## src/occ_regs.svh

```systemverilog
// Register offsets, field positions and reset values of the output channel configuration block.
`ifndef OCC_REGS_SVH
`define OCC_REGS_SVH

// ----------------------------------------------------------------------
// Register byte offsets
// ----------------------------------------------------------------------
`define OCC_CHAN_CFG_OFFSET 4'h0
`define OCC_TOPO_CFG_OFFSET 4'h4
`define OCC_STATUS_OFFSET 4'h8

// ----------------------------------------------------------------------
// Field positions
// ----------------------------------------------------------------------
`define OCC_SIDE_LSB 0
`define OCC_FET_LSB 8
`define OCC_TOPO_PH_A_BIT 0
`define OCC_TOPO_PH_B_BIT 1
`define OCC_TOPO_BR_A_BIT 2
`define OCC_TOPO_BR_B_BIT 3
`define OCC_ST_DRIVE_LSB 0
`define OCC_ST_SIDE_LSB 8
`define OCC_ST_FET_LSB 16
`define OCC_ST_GATE6_BIT 24
`define OCC_ST_OFF_BIT 25
`define OCC_ST_CONFLICT_BIT 26

// ----------------------------------------------------------------------
// Reset values
// ----------------------------------------------------------------------
`define OCC_CHAN_CFG_RESET 8'h00
`define OCC_TOPO_CFG_RESET 4'h0

`endif

```

## src/occ_pkg.sv

```systemverilog
// Types shared by the output channel configuration block.
`default_nettype none
package occ_pkg;
   typedef enum logic [1:0] {
      OCC_RESP_OKAY = 2'b00,
      OCC_RESP_SLVERR = 2'b10
   } occ_resp_t;

   typedef enum logic [1:0] {
      OCC_MODE_SINGLE = 2'b00,
      OCC_MODE_PEAK_HOLD = 2'b01,
      OCC_MODE_BRIDGE = 2'b10
   } occ_mode_t;
endpackage
`default_nettype wire

```

## src/occ_top.sv

```systemverilog
// Output channel configuration logic with AXI4-Lite register access.
//
// Summary of operation
// - Peak-and-hold uses two channels per pair, four with both pairs.
// - H-bridge uses four channels per bridge, eight with both bridges.
// - Unclaimed channels stay independent high-side or low-side channels.
// - Channel six drives only while its gate input is high.
// - Each channel has its own side-select bit.
// - Each channel has its own FET polarity bit.
// - P-channel allowed only on high-side; low-side is forced to N-channel.
// - Two peak-and-hold pairs, each with own enable, may coexist.
// - Pair A uses channel 1 high-side and channel 4 low-side.
// - Pair B uses channel 2 high-side and channel 3 low-side.
// - Selecting a pair forces both channel sides, overriding side bits.
// - Pair high-side FET type follows its own polarity bit.
// - Two H-bridges, each with own enable, may coexist.
// - Bridge A forces channels 1,2 high-side and 3,4 low-side.
// - Bridge B forces channels 5,6 high-side and 7,8 low-side.
// - Bridge high-side FET type follows each channel's polarity bit.
// - Either of two redundant external off pins switches outputs off.
// - Channels 7 and 8 ignore the external off pins.
// - Per-channel on inputs are active low.
// - Bridge A takes PWM, direction, float from on inputs 1, 2, 3.
// - Bridge B takes PWM, direction, float from on inputs 5, 6, 7.
`default_nettype none
`include "occ_regs.svh"
module occ_top #(
   parameter int NUM_CH = 8
) (
   input wire logic aclk,
   input wire logic aresetn,
   input wire logic [3:0] s_axi_awaddr,
   input wire logic [2:0] s_axi_awprot,
   input wire logic s_axi_awvalid,
   output logic s_axi_awready,
   input wire logic [31:0] s_axi_wdata,
   input wire logic [3:0] s_axi_wstrb,
   input wire logic s_axi_wvalid,
   output logic s_axi_wready,
   output logic [1:0] s_axi_bresp,
   output logic s_axi_bvalid,
   input wire logic s_axi_bready,
   input wire logic [3:0] s_axi_araddr,
   input wire logic [2:0] s_axi_arprot,
   input wire logic s_axi_arvalid,
   output logic s_axi_arready,
   output logic [31:0] s_axi_rdata,
   output logic [1:0] s_axi_rresp,
   output logic s_axi_rvalid,
   input wire logic s_axi_rready,
   input wire logic [NUM_CH-1:0] channel_on_n,
   input wire logic channel_six_gate_input,
   input wire logic external_off_high_pin,
   input wire logic external_off_low_pin,
   output logic [NUM_CH-1:0] channel_drive,
   output logic [NUM_CH-1:0] channel_high_side,
   output logic [NUM_CH-1:0] channel_p_type
);

   // ----------------------------------------------------------------------
   // Pin synchronisers
   // ----------------------------------------------------------------------
   logic [NUM_CH-1:0] on_n_sync;
   logic [2:0] ctl_sync;
   logic gate6_s;
   logic off_high_s;
   logic off_low_n_s;

   occ_sync #(
      .WIDTH(NUM_CH),
      .RESET_VALUE({NUM_CH{1'b1}})
   ) u_on_sync (
      .aclk(aclk),
      .aresetn(aresetn),
      .pin_in(channel_on_n),
      .pin_out(on_n_sync)
   );

   // Reset state assumes the safe side: outputs disabled, channel six gated.
   occ_sync #(
      .WIDTH(3),
      .RESET_VALUE(3'h2)
   ) u_ctl_sync (
      .aclk(aclk),
      .aresetn(aresetn),
      .pin_in({channel_six_gate_input, external_off_high_pin, external_off_low_pin}),
      .pin_out(ctl_sync)
   );

   assign gate6_s = ctl_sync[2];
   assign off_high_s = ctl_sync[1];
   assign off_low_n_s = ctl_sync[0];

   // ----------------------------------------------------------------------
   // Configuration registers
   // ----------------------------------------------------------------------
   logic [NUM_CH-1:0] channel_side_select_reg;
   logic [NUM_CH-1:0] fet_polarity_select_reg;
   logic peak_hold_pair_a_enable_reg;
   logic peak_hold_pair_b_enable_reg;
   logic bridge_a_enable_reg;
   logic bridge_b_enable_reg;

   // ----------------------------------------------------------------------
   // AXI4-Lite write channel
   // ----------------------------------------------------------------------
   logic aw_held_reg;
   logic [3:0] aw_addr_reg;
   logic w_held_reg;
   logic [31:0] w_data_reg;
   logic [3:0] w_strb_reg;
   logic wr_fire;
   logic wr_hit;

   assign s_axi_awready = !aw_held_reg && !s_axi_bvalid;
   assign s_axi_wready = !w_held_reg && !s_axi_bvalid;
   assign wr_fire = aw_held_reg && w_held_reg && !s_axi_bvalid;

   function automatic logic addr_mapped(input logic [3:0] a);
      addr_mapped = (a == `OCC_CHAN_CFG_OFFSET) || (a == `OCC_TOPO_CFG_OFFSET) ||
         (a == `OCC_STATUS_OFFSET);
   endfunction

   // Status is read-only, so a write to it is refused with an error.
   assign wr_hit = (aw_addr_reg == `OCC_CHAN_CFG_OFFSET) ||
      (aw_addr_reg == `OCC_TOPO_CFG_OFFSET);

   always_ff @(posedge aclk) begin
      if (!aresetn) begin
         aw_held_reg <= 1'b0;
         aw_addr_reg <= 4'h0;
      end else if (s_axi_awvalid && s_axi_awready) begin
         aw_held_reg <= 1'b1;
         aw_addr_reg <= {s_axi_awaddr[3:2], 2'b00};
      end else if (wr_fire) begin
         aw_held_reg <= 1'b0;
      end
   end

   always_ff @(posedge aclk) begin
      if (!aresetn) begin
         w_held_reg <= 1'b0;
         w_data_reg <= 32'h0000_0000;
         w_strb_reg <= 4'h0;
      end else if (s_axi_wvalid && s_axi_wready) begin
         w_held_reg <= 1'b1;
         w_data_reg <= s_axi_wdata;
         w_strb_reg <= s_axi_wstrb;
      end else if (wr_fire) begin
         w_held_reg <= 1'b0;
      end
   end

   always_ff @(posedge aclk) begin
      if (!aresetn) begin
         s_axi_bvalid <= 1'b0;
         s_axi_bresp <= occ_pkg::OCC_RESP_OKAY;
      end else if (wr_fire) begin
         s_axi_bvalid <= 1'b1;
         s_axi_bresp <= wr_hit ? occ_pkg::OCC_RESP_OKAY : occ_pkg::OCC_RESP_SLVERR;
      end else if (s_axi_bready) begin
         s_axi_bvalid <= 1'b0;
      end
   end

   // Byte lane 0 carries the side bits and lane 1 the polarity bits.
   always_ff @(posedge aclk) begin
      if (!aresetn) begin
         channel_side_select_reg <= `OCC_CHAN_CFG_RESET;
         fet_polarity_select_reg <= `OCC_CHAN_CFG_RESET;
      end else if (wr_fire && aw_addr_reg == `OCC_CHAN_CFG_OFFSET) begin
         if (w_strb_reg[0]) begin
            channel_side_select_reg <= w_data_reg[`OCC_SIDE_LSB +: NUM_CH];
         end
         if (w_strb_reg[1]) begin
            fet_polarity_select_reg <= w_data_reg[`OCC_FET_LSB +: NUM_CH];
         end
      end
   end

   always_ff @(posedge aclk) begin
      if (!aresetn) begin
         {bridge_b_enable_reg, bridge_a_enable_reg, peak_hold_pair_b_enable_reg,
            peak_hold_pair_a_enable_reg} <= `OCC_TOPO_CFG_RESET;
      end else if (wr_fire && aw_addr_reg == `OCC_TOPO_CFG_OFFSET && w_strb_reg[0]) begin
         peak_hold_pair_a_enable_reg <= w_data_reg[`OCC_TOPO_PH_A_BIT];
         peak_hold_pair_b_enable_reg <= w_data_reg[`OCC_TOPO_PH_B_BIT];
         bridge_a_enable_reg <= w_data_reg[`OCC_TOPO_BR_A_BIT];
         bridge_b_enable_reg <= w_data_reg[`OCC_TOPO_BR_B_BIT];
      end
   end

   // ----------------------------------------------------------------------
   // Topology resolution
   // ----------------------------------------------------------------------
   occ_pkg::occ_mode_t ch_mode [NUM_CH];
   logic [NUM_CH-1:0] side_next;
   logic [NUM_CH-1:0] fet_next;
   logic [NUM_CH-1:0] drive_next;
   logic [NUM_CH-1:0] on_req;
   logic [3:0] bridge_a_drive;
   logic [3:0] bridge_b_drive;
   logic off_active;
   logic conflict_next;

   assign on_req = ~on_n_sync;

   occ_bridge u_bridge_a (
      .pwm_n(on_n_sync[0]),
      .dir_n(on_n_sync[1]),
      .float_n(on_n_sync[2]),
      .drive(bridge_a_drive)
   );

   occ_bridge u_bridge_b (
      .pwm_n(on_n_sync[4]),
      .dir_n(on_n_sync[5]),
      .float_n(on_n_sync[6]),
      .drive(bridge_b_drive)
   );

   // Either pin alone is enough; the two are redundant on purpose.
   assign off_active = off_high_s || !off_low_n_s;

   // Bridge A is evaluated last on channels 1 to 4 so that it overrides a pair.
   always_comb begin
      side_next = channel_side_select_reg;
      for (int i = 0; i < NUM_CH; i++) begin
         ch_mode[i] = occ_pkg::OCC_MODE_SINGLE;
      end
      if (peak_hold_pair_a_enable_reg) begin
         side_next[0] = 1'b1;
         side_next[3] = 1'b0;
         ch_mode[0] = occ_pkg::OCC_MODE_PEAK_HOLD;
         ch_mode[3] = occ_pkg::OCC_MODE_PEAK_HOLD;
      end
      if (peak_hold_pair_b_enable_reg) begin
         side_next[1] = 1'b1;
         side_next[2] = 1'b0;
         ch_mode[1] = occ_pkg::OCC_MODE_PEAK_HOLD;
         ch_mode[2] = occ_pkg::OCC_MODE_PEAK_HOLD;
      end
      if (bridge_a_enable_reg) begin
         side_next[3:0] = 4'h3;
         for (int i = 0; i < 4; i++) begin
            ch_mode[i] = occ_pkg::OCC_MODE_BRIDGE;
         end
      end
      if (bridge_b_enable_reg) begin
         side_next[7:4] = 4'h3;
         for (int i = 4; i < 8; i++) begin
            ch_mode[i] = occ_pkg::OCC_MODE_BRIDGE;
         end
      end
   end

   // High-side channels keep their own polarity bit in every topology.
   // A P-channel request on a low-side channel is turned into N-channel,
   // since a P device on the low side could never be switched off properly.
   always_comb begin
      fet_next = fet_polarity_select_reg & side_next;
      conflict_next = |(fet_polarity_select_reg & ~side_next);
   end

   // Maps a channel's own on input or its bridge leg onto its drive request.
   function automatic logic leg_on(input occ_pkg::occ_mode_t mode, input logic own_on,
         input logic leg);
      unique case (mode)
         occ_pkg::OCC_MODE_SINGLE: leg_on = own_on;
         occ_pkg::OCC_MODE_PEAK_HOLD: leg_on = own_on;
         occ_pkg::OCC_MODE_BRIDGE: leg_on = leg;
         default: leg_on = 1'b0;
      endcase
   endfunction

   always_comb begin
      for (int i = 0; i < 4; i++) begin
         drive_next[i] = leg_on(ch_mode[i], on_req[i], bridge_a_drive[i]);
      end
      for (int i = 4; i < NUM_CH; i++) begin
         drive_next[i] = leg_on(ch_mode[i], on_req[i], bridge_b_drive[i-4]);
      end
      if (!gate6_s) begin
         drive_next[5] = 1'b0;
      end
      if (off_active) begin
         drive_next[5:0] = 6'h00;
      end
   end

   // ----------------------------------------------------------------------
   // Output registers
   // ----------------------------------------------------------------------
   logic conflict_reg;

   always_ff @(posedge aclk) begin
      if (!aresetn) begin
         channel_drive <= '0;
         channel_high_side <= '0;
         channel_p_type <= '0;
         conflict_reg <= 1'b0;
      end else begin
         channel_drive <= drive_next;
         channel_high_side <= side_next;
         channel_p_type <= fet_next;
         conflict_reg <= conflict_next;
      end
   end

   // ----------------------------------------------------------------------
   // AXI4-Lite read channel
   // ----------------------------------------------------------------------
   logic [31:0] rd_word;

   assign s_axi_arready = !s_axi_rvalid;

   always_comb begin
      rd_word = 32'h0000_0000;
      unique case ({s_axi_araddr[3:2], 2'b00})
         `OCC_CHAN_CFG_OFFSET: begin
            rd_word[`OCC_SIDE_LSB +: NUM_CH] = channel_side_select_reg;
            rd_word[`OCC_FET_LSB +: NUM_CH] = fet_polarity_select_reg;
         end
         `OCC_TOPO_CFG_OFFSET: begin
            rd_word[`OCC_TOPO_PH_A_BIT] = peak_hold_pair_a_enable_reg;
            rd_word[`OCC_TOPO_PH_B_BIT] = peak_hold_pair_b_enable_reg;
            rd_word[`OCC_TOPO_BR_A_BIT] = bridge_a_enable_reg;
            rd_word[`OCC_TOPO_BR_B_BIT] = bridge_b_enable_reg;
         end
         `OCC_STATUS_OFFSET: begin
            rd_word[`OCC_ST_DRIVE_LSB +: NUM_CH] = channel_drive;
            rd_word[`OCC_ST_SIDE_LSB +: NUM_CH] = channel_high_side;
            rd_word[`OCC_ST_FET_LSB +: NUM_CH] = channel_p_type;
            rd_word[`OCC_ST_GATE6_BIT] = gate6_s;
            rd_word[`OCC_ST_OFF_BIT] = off_active;
            rd_word[`OCC_ST_CONFLICT_BIT] = conflict_reg;
         end
         default: rd_word = 32'h0000_0000;
      endcase
   end

   always_ff @(posedge aclk) begin
      if (!aresetn) begin
         s_axi_rvalid <= 1'b0;
         s_axi_rdata <= 32'h0000_0000;
         s_axi_rresp <= occ_pkg::OCC_RESP_OKAY;
      end else if (s_axi_arvalid && s_axi_arready) begin
         s_axi_rvalid <= 1'b1;
         s_axi_rdata <= rd_word;
         s_axi_rresp <= addr_mapped({s_axi_araddr[3:2], 2'b00}) ?
            occ_pkg::OCC_RESP_OKAY : occ_pkg::OCC_RESP_SLVERR;
      end else if (s_axi_rready) begin
         s_axi_rvalid <= 1'b0;
      end
   end

endmodule
`default_nettype wire

```

## src/occ_sync.sv

```systemverilog
// Two-stage synchroniser for a vector of pin inputs.
`default_nettype none
module occ_sync #(
   parameter int WIDTH = 8,
   parameter logic [WIDTH-1:0] RESET_VALUE = '0
) (
   input wire logic aclk,
   input wire logic aresetn,
   input wire logic [WIDTH-1:0] pin_in,
   output logic [WIDTH-1:0] pin_out
);
   logic [WIDTH-1:0] meta_reg;

   // The first stage feeds only the second.
   always_ff @(posedge aclk) begin
      if (!aresetn) begin
         meta_reg <= RESET_VALUE;
         pin_out <= RESET_VALUE;
      end else begin
         meta_reg <= pin_in;
         pin_out <= meta_reg;
      end
   end
endmodule
`default_nettype wire

```

## src/occ_bridge.sv

```systemverilog
// Decode of one H-bridge's active-low PWM, direction and float controls into four drive bits.
`default_nettype none
module occ_bridge (
   input wire logic pwm_n,
   input wire logic dir_n,
   input wire logic float_n,
   output logic [3:0] drive
);
   // Bits 0 and 1 are the two high-side legs, bits 2 and 3 the low-side legs.
   // A low float input turns every leg off; with PWM inactive the load is
   // left unpowered rather than braked, which keeps shoot-through impossible.
   always_comb begin
      drive = 4'h0;
      if (float_n && !pwm_n) begin
         if (dir_n) begin
            drive = 4'h9;
         end else begin
            drive = 4'h6;
         end
      end
   end
endmodule
`default_nettype wire

```

## config.mk

```make
export PLATFORM = sky130hd
export DESIGN_NAME = occ_top
export DESIGN_NICKNAME = d
export VERILOG_FILES = /design/src/occ_pkg.sv /design/src/occ_top.sv /design/src/occ_sync.sv /design/src/occ_bridge.sv
export VERILOG_INCLUDE_DIRS = /design/src /design/src/src
export SDC_FILE = /design/constraint.sdc
export NUM_CORES = 1
export LEC_CHECK = 0
export BUFFER_PORTS_ARGS = -buffer_cell sky130_fd_sc_hd__buf_2
export CAP_MARGIN = 5
export CORE_MARGIN = 8
export CORE_UTILIZATION = 51
export CTS_CLUSTER_SIZE = 16
export DETAILED_ROUTE_END_ITERATION = 6
export GPL_TIMING_DRIVEN = 0
export PLACE_DENSITY = 0.79
export REMOVE_ABC_BUFFERS = 1
export SETUP_SLACK_MARGIN = 0.02
export SLEW_MARGIN = 40
export SYNTH_ARGS = -nofsm -noshare
export SYNTH_HDL_FRONTEND = slang
export SYNTH_SLANG_ARGS = --single-unit
```

## constraint.sdc

```tcl
create_clock -name aclk -period 1.51 [get_ports aclk]
set_input_delay 0 -clock aclk [delete_from_list [all_inputs] [get_ports aclk]]
set_output_delay 0 -clock aclk [all_outputs]
set_load 0.01 [all_outputs]
```

==> metrics.cfg, run 1 <==
[clock_tree]
path_clk_slew_ns=0.06
cts_tree=built
cts.path.max_buffers=2
cts_buffers=17
clock-sinks=120
clock_latency_ns=0.51
htree_levels=4
clock-root-buffer=clkbuf_8

[synthesis]
ys_warn_count=0
synth_top_area_share=0.5405
syn_area_um2=4444
synth_flop_cell=dfxtp_1
ys_seq_area_frac=0.5405
synth_edf_count=0
yosysTopAreaCell=dfxtp_1
syn_avg_cell_area_um2=9.496
async_reset_ff_frac=0
synth_seq_cells=120
synth_area_leaders=dfxtp_1 54%, a21oi_1 4.6%, a22oi_1 4.1%
synth.distinct_cells=46
postSynthCellCount=468

[drt]
antenna_left=0
drt_iter0_drc=236
post_drt_wl_per_cell_um=16.16
firstDrtPassIters=5
drt_wl_total_mm=11.68
vias=3867
drcViolationCount=0
vias_per_cell=5.349

[sta]
rsz0062_at_grt=yes
setup_violations=0
max_slew_margin=0.4747
layout_min_cycle_time_ns=1.443
tightestPinTransition_ns=0.7880
slew_viol_final=0
fin_skew_ns=0.008000
fin_ws_ns=0.06726
min_period_over_period=0.9555
final_hold_viol_count=0
tns_ns=0
clock.fmax_mhz=693.1

[hold_path]
hold-path-endpoint=s_axi_rresp[1]
hold_path.class=primary input to flip-flop
worstHoldStart=s_axi_araddr[3]
min_path_cells=3

[final_layout]
area_growth_pct=37.36
n_fill_cell=607
final_util=0.7104
drive_above_1_share=0.2655
finalNetCount=669
multi_input_area_um2=1854
final_common_cell=dfxtp_1
seq_area_um2=2409
largest_register_ffs=27
mostFrequentLayoutCells=117 x dfxtp_1, 97 x buf_2, 47 x dlygate4sd3_1, 43 x nor2_1, 41 x a21oi_1

[critical_path]
crit_path_start_kind=flip-flop
cp_data_arrival_time_ns=1.88
required_ns=1.95
ff2ff_setup_slack_ns=0.07
worstSetupPathType=flip-flop to flip-flop
max_stage_delay_ns=0.55
r2r-start=s_axi_rvalid
setup.worst_path.end_class=flip-flop
ff2ff_path_depth=3
cp_cell_sequence=nand2b_2 > a22oi_1 > nor2_1
r2r_end=s_axi_rdata[23]
worst-path-max-fanout=25
slowest_stage=nand2b_2

[placed_design]
post-place-ws_ns=-0.1618
dp_hpwl_mm=7.203
portBuffers=97
gp_congestion=0.7450

[power]
finalPower_mw=8.297
leakage_nw=2.599
powerDensity_nw_per_um2=1359
ir_drop_mv=0.7309

[floorplanning]
rows=34
core_area_um2=8593
die_h_um=109.4
io_pins=133
start_util=0.5172
die_w_um=109.4
die-area_um2=11960

[global_route]
antenna_found_initial=0
grt_max_degree=80
grt_pass1_wl_mm=18.29
grt_overflow=0
grt_pass1_vias=3721
grtUsageTotal=0.1963

[job]
cap_viol_max_count=0

[run_status]
status=finished clean

==> worst max path at each step <==
stage                               start                           to  depth (start not counted)
after CTS                      w_held_reg  peak_hold_pair_b_enable_reg                          3
after detailed placement          aresetn             channel_drive[5]                          4
after global routing         s_axi_rvalid               s_axi_rdata[0]                          3
after floorplan              s_axi_rvalid              s_axi_rdata[16]                          3
final                        s_axi_rvalid              s_axi_rdata[23]                          3
after global placement    s_axi_araddr[3]              s_axi_rdata[17]                          4
==> repair_timing <==
| action | 4_1_cts | 5_1_grt |
|---|---|---|
| hold endpoints to repair | 51 | 0 |
| pin swaps | 1 | 3 |
| setup endpoints to repair | 36 | 40 |
| gates resized for setup | 5 | 6 |
| buffers inserted | 1 | 3 |
| hold buffers | 47 | 0 |
==> worst max-delay path, delay by kind of cell, from the launching register on <==
kind	cells	cell delay [ns]
flops	1	0.49
compound gates	1	0.19
simple gates	2	0.69
==> where the power goes <==
| group | switching (mW) | internal (mW) |
|---|---|---|
| Combinational | 0.285 | 0.261 |
| Sequential | 0.0695 | 3.25 |
| Clock | 1.41 | 3.02 |
==> area by class of cell <==
cell class,instances,share of cell area
Antenna cell,1,0.0004099
Clock inverter,11,0.03136
Sequential cell,120,0.3945
Clock buffer,21,0.07686
Inverter,6,0.004099
Tap cell,108,0.02214
Multi-Input combinational cell,307,0.3038
Timing Repair Buffer,149,0.1668
==> synth_stat cells, drive strengths merged (2+ instances only) <==
cell    count
a211oi      2
a21oi      42
a22oi      24
a31oi       2
and2       12
and3        4
buf        29
clkbuf     12
dfxtp     120
inv         6
mux2       12
mux2i       7
nand2      40
nand2b     20
nand3      23
nand3b      5
nor2       43
nor2b       4
nor3        4
nor3b       5
o211a       4
o211ai      4
o21ai      22
or2b        7
or3b        3
==> routing by layer <==
layer,vias up,global-route usage,share of wire
li1,1865,-,-
met4,0,0.08293,0.017
met1,1809,0.2378,0.41
met3,20,0.06565,0.087
met5,-,0,0
met2,173,0.3131,0.49
==> logic make-up after synthesis <==
family                 synth area share
other                         0.0008438
AND/OR/NAND/NOR                  0.2016
buffers and inverters           0.05799
flip-flops                       0.5405
multiplexers                    0.04617
AO/OA/AOI/OAI                    0.1529
==> metrics by stage <==
step / hold WS [ns] / cells / area, µm²
3_5_place_dp: 0.1831 / 639 / 4891
3_3_place_gp: 0.1766 / 638 / 4852
4_1_cts: 0.004696 / 719 / 6052
6_report: 0.02915 / 723 / 6105
2_1_floorplan: 0.07304 / 433 / 4232
5_1_grt: 0.04431 / 722 / 6102
Power figures use the tool's default switching activity.
==> run 2, diff against run 1 <==
- RECOVER_POWER: unset -> 50
==> run 2 against run 1 <==
  * Non-clock buffer count unchanged
  * Cell count is the same
  * First-iteration DRC count grew 5.5%
  * Clock skew hardly changed
  * Fmax grew 0.35%
  * Register-to-register slack about the same
  * Combinational power shrank 0.9%
==> metrics.cfg, run 2 (same netlist as run 1, synthesis figures left out) <==
[floorplanning]
die_h_um=109.4
die-area_um2=11960
io_pins=133
die_w_um=109.4
start_util=0.5172
rows=34
core_area_um2=8593

[job]
cap_viol_max_count=0

[critical_path]
max_stage_delay_ns=0.67
critPathBufInv=0
slowest_stage=nor4bb_4
cp_cell_sequence=nor4bb_4 > a22oi_1 > nor2_1
crit_path_start_kind=flip-flop
cp_data_arrival_time_ns=1.87
required_ns=1.94
critical_path.top_delay_family=simple AND/OR/NAND/NOR gates
setup.worst_path.end_class=flip-flop
worst-path-max-fanout=11
worstSetupPathType=flip-flop to flip-flop
ff2ff_setup_slack_ns=0.07

[power]
ir_drop_mv=0.7235
powerDensity_nw_per_um2=1373
leakage_nw=2.359

[clock_tree]
htree_levels=4
cts_buffers=17
clock-sinks=120
clock-root-buffer=clkbuf_8
cts_tree=built
clock_latency_ns=0.51
cts.path.max_buffers=2
path_clk_slew_ns=0.06

[final_layout]
mostFrequentLayoutCells=118 x dfxtp_1, 55 x clkbuf_1, 47 x dlygate4sd3_1, 43 x nor2_1, 42 x buf_2
final_common_cell=dfxtp_1
finalNetCount=669
largest_register_ffs=27
final_area_um2=6032
fin_cells=723
area_growth_pct=35.73
drive_above_1_share=0.1743

[sta]
max_slew_margin=0.4711
layout_min_cycle_time_ns=1.438
setup_violations=0
final_hold_viol_count=0
tightestPinTransition_ns=0.7933
rsz0062_at_grt=yes
clock.fmax_mhz=695.5
min_period_over_period=0.9521
fin_skew_ns=0.008277
hold_ws_ns=0.03308
slew_viol_final=0

[placed_design]
portBuffers=97
dp.cells=639
gp_congestion=0.7450
dp_hpwl_mm=7.203
dpl_cell_area_um2=4891

[drt]
firstDrtPassIters=5
vias_per_cell=5.335
antenna_left=0
drcViolationCount=0
drt_iter0_drc=249
post_drt_wl_per_cell_um=16.20
drt_wl_total_mm=11.71
vias=3857

[run_status]
status=finished clean

[global_route]
grt_pass1_vias=3721
grtUsageTotal=0.1963
grt_pass1_wl_mm=18.29
grt_max_degree=80
grt_overflow=0
antenna_found_initial=0

[hold_path]
hold_path.class=primary input to flip-flop

[run 2: cell count changes in the layout (fill, tap and decap cells not counted), sizes merged]
cell,previous run,this run
buf,102,46
clkbuf,21,77
[run 2: cell type report]
class                   instances  area [µm²]
repair buffers                149       949.7
inverters                       6       25.02
well taps                     108       135.1
flip-flops and latches        120        2405
multi-input cells             307        1854
diodes                          1       2.502
fillers                       632        2561
clock inverters                11       191.4
clock buffers                  21       469.2
[run 2: metrics by stage]
| step | setup TNS (ns) | util | setup slack, ns | power, mW |
|---|---|---|---|---|
| after floorplan | -1.254 | - | -0.1140 | 3.603 |
| after global placement | -19.40 | 0.5646 | -0.6057 | 3.759 |
| after detailed placement | -2.730 | 0.5692 | -0.1618 | 3.789 |
| after CTS | 0 | 0.7043 | 0.05554 | 8.295 |
| after global routing | -0.4443 | 0.7017 | -0.04387 | 8.539 |
| final | 0 | 0.7020 | 0.07227 | 8.285 |
[run 2: worst paths after layout]
path                               from                    to  cells past startpoint
setup / recovery           s_axi_rvalid       s_axi_rdata[23]                      3
setup reg to reg           s_axi_rvalid       s_axi_rdata[23]                      3
hold / removal          s_axi_araddr[3]        s_axi_rresp[1]                      3
hold reg to reg   u_on_sync.meta_reg[1]  u_on_sync.pin_out[1]                      1
[run 2: tightest hold or removal path, stage by stage]
cell,delay (ns)
buf_2,0.25
nand3_1,0.14
a21oi_1,0.08
[run 2: routing by layer]
| layer | up-vias | share of wire | GRT usage |
|---|---|---|---|
| li1 | 1868 | - | - |
| met1 | 1814 | 0.42 | 0.2378 |
| met2 | 155 | 0.48 | 0.3131 |
| met3 | 20 | 0.080 | 0.06565 |
| met4 | 0 | 0.021 | 0.08293 |
| met5 | - | 0 | 0 |
[run 2: where the power goes]
part / internal [mW] / leakage, nW / switching (mW)
clock network: 3.02 / 0.317 / 1.40
logic: 0.257 / 1.06 / 0.284
registers: 3.25 / 0.978 / 0.0705
[run 2: what timing repair did]
| action | in CTS | in global routing |
|---|---|---|
| endpoints found under the setup margin | 36 | 40 |
| gates cloned | 0 | 0 |
| gates resized for setup | 5 | 6 |
| hold endpoints to repair | 51 | 0 |
| hold buffers | 47 | 0 |
| pin swaps | 1 | 3 |
| buffers inserted | 1 | 3 |
==> run 3, diff against run 2 <==
- CTS_BUF_LIST: unset -> sky130_fd_sc_hd__clkbuf_16
==> run 3 against run 2 <==
  * Global-route usage decreased by 0.93 points
  * Flip-flop and latch count unchanged
  * Die area unchanged
  * Utilization decreased by 1.5 points
  * Critical endpoint is now conflict_reg
  * Highest routed layer unchanged
==> metrics.cfg, run 3 (same netlist as run 1, synthesis figures left out) <==
[sta]
rsz0062_at_grt=no
layout_min_cycle_time_ns=1.417
setup_violations=0
final_hold_viol_count=0
slew_viol_final=0
tightestPinTransition_ns=0.7664
max_slew_margin=0.4891
fin_ws_ns=0.09260
clock.fmax_mhz=705.5
fin_skew_ns=0.008060
min_period_over_period=0.9387

[critical_path]
r2r-start=peak_hold_pair_b_enable_reg
critPathBufInv=0
worstSetupPathType=flip-flop to flip-flop
cp_cell_sequence=or3b_4 > a222oi_1 > a41oi_1
setup.worst_path.end_class=flip-flop
worst-path-max-fanout=4
critical_path.top_delay_family=compound AO/OA/AOI/OAI gates
max_stage_delay_ns=0.40
cp_data_arrival_time_ns=1.66
worstSetupStartpoint=peak_hold_pair_b_enable_reg
required_ns=1.75
slowest_stage=or3b_4
crit_path_start_kind=flip-flop

[power]
clock_power_share=0.527
power_switching_mw=1.727
leakage_nw=2.322
ir_drop_mv=0.7112
p_int_mw=6.391
swShare=0.2127
comb_power_share=0.063
seqPwrFrac=0.409
powerDensity_nw_per_um2=1375

[floorplanning]
die_w_um=109.4
rows=34
die_h_um=109.4
start_util=0.5172
core_area_um2=8593
io_pins=133
die-area_um2=11960

[clock_tree]
clock-sinks=120
clock-root-buffer=clkbuf_16
cts_tree=built
cts.path.max_buffers=2
clock_latency_ns=0.40
path_clk_slew_ns=0.05
cts_buffers=17
htree_levels=4

[drt]
drcViolationCount=0
firstDrtPassIters=6
post_drt_wl_per_cell_um=15.67
drt_iter0_drc=202
drt_wl_total_mm=11.14
vias_per_cell=5.347
antenna_left=0
vias=3802

[hold_path]
worstHoldStart=s_axi_araddr[2]
hold_path.class=primary input to flip-flop

[final_layout]
n_fill_cell=655
final_common_cell=dfxtp_1
finalNetCount=658
drive_above_1_share=0.1857
area_growth_pct=32.85
final_util=0.6871
diodes=0
largest_register_ffs=27
mostFrequentLayoutCells=115 x dfxtp_1, 53 x clkbuf_1, 43 x nor2_1, 43 x buf_2, 41 x a21oi_1

[global_route]
grtUsageTotal=0.1869
grt_pass1_wl_mm=17.54
antenna_found_initial=0
grt_overflow=0
grt_pass1_vias=3590
grt_max_degree=80

[placed_design]
post-place-ws_ns=-0.1618
portBuffers=97
dp_hpwl_mm=7.203
gp_congestion=0.7450

[job]
cap_viol_max_count=0

[run_status]
status=finished clean

-- run 3: cell types whose count changed in the layout (fill, tap and decap cells not counted), sizes merged --
cell	delta
buf	+3
clkinv	+4
diode	-1
dlygate4sd3	-13
clkbuf	-5
-- run 3: path summary, 6_finish.rpt --
check,to,slack [ns],cells after the start
worst max-delay path,conflict_reg,0.09,3
worst min-delay path,s_axi_rresp[1],0.04,3
worst max register to register,conflict_reg,0.09,3
worst min register to register,u_on_sync.pin_out[1],0.40,1
-- run 3: cell type report --
cell class / instances / area (µm²) / area share
flip-flops and latches: 120 / 2411 / 0.4083
multi-input cells: 307 / 1864 / 0.3157
repair buffers: 138 / 837.1 / 0.1418
clock buffers: 17 / 425.4 / 0.07205
clock inverters: 15 / 206.4 / 0.03497
well taps: 108 / 135.1 / 0.02289
inverters: 6 / 25.02 / 0.004238
-- run 3: per-stage QoR --
stage,setup TNS [ns],instance area (µm²),std cells,power [mW],hold slack [ns]
after global placement,-19.40,4852,638,3.759,0.1766
final,0,5904,711,8.118,0.04394
after CTS,0,5872,705,8.121,0.000009742
after detailed placement,-2.730,4891,639,3.789,0.1831
after floorplan,-1.254,4232,433,3.603,0.07304
after global routing,0,5904,711,8.369,0.06188
-- run 3: tightest hold or removal path: cells and delay by family --
family	cells	cell delay [ns]
AO/OA/AOI/OAI	1	0.08
buffers and inverters	1	0.19
AND/OR/NAND/NOR	1	0.12
-- run 3: metal layers --
metal / GRT usage / wire, µm / vias to the layer above / part of all wire
li1: - / - / 1846 / -
met1: 0.2244 / 4740 / 1808 / 0.43
met2: 0.3023 / 5417 / 132 / 0.49
met3: 0.06682 / 820 / 16 / 0.074
met4: 0.06847 / 163 / 0 / 0.015
met5: 0 / 0 / - / 0
-- run 3: power groups by stage --
stage          Combinational, mW  Sequential (mW)  Clock (mW)
6_report                   0.513             3.32        4.28
5_1_grt                    0.563             3.33        4.48
4_1_cts                    0.480             3.32        4.32
3_5_place_dp               0.404             3.38           0
3_3_place_gp               0.381             3.38           0
2_1_floorplan              0.231             3.37           0
-- run 3: what timing repair did --
action	in CTS	in global routing
setup endpoints to repair	36	63
pin swaps	1	6
hold buffers	34	0
gates resized for setup	4	12
setup buffers	0	6
endpoints found under the hold margin	34	0
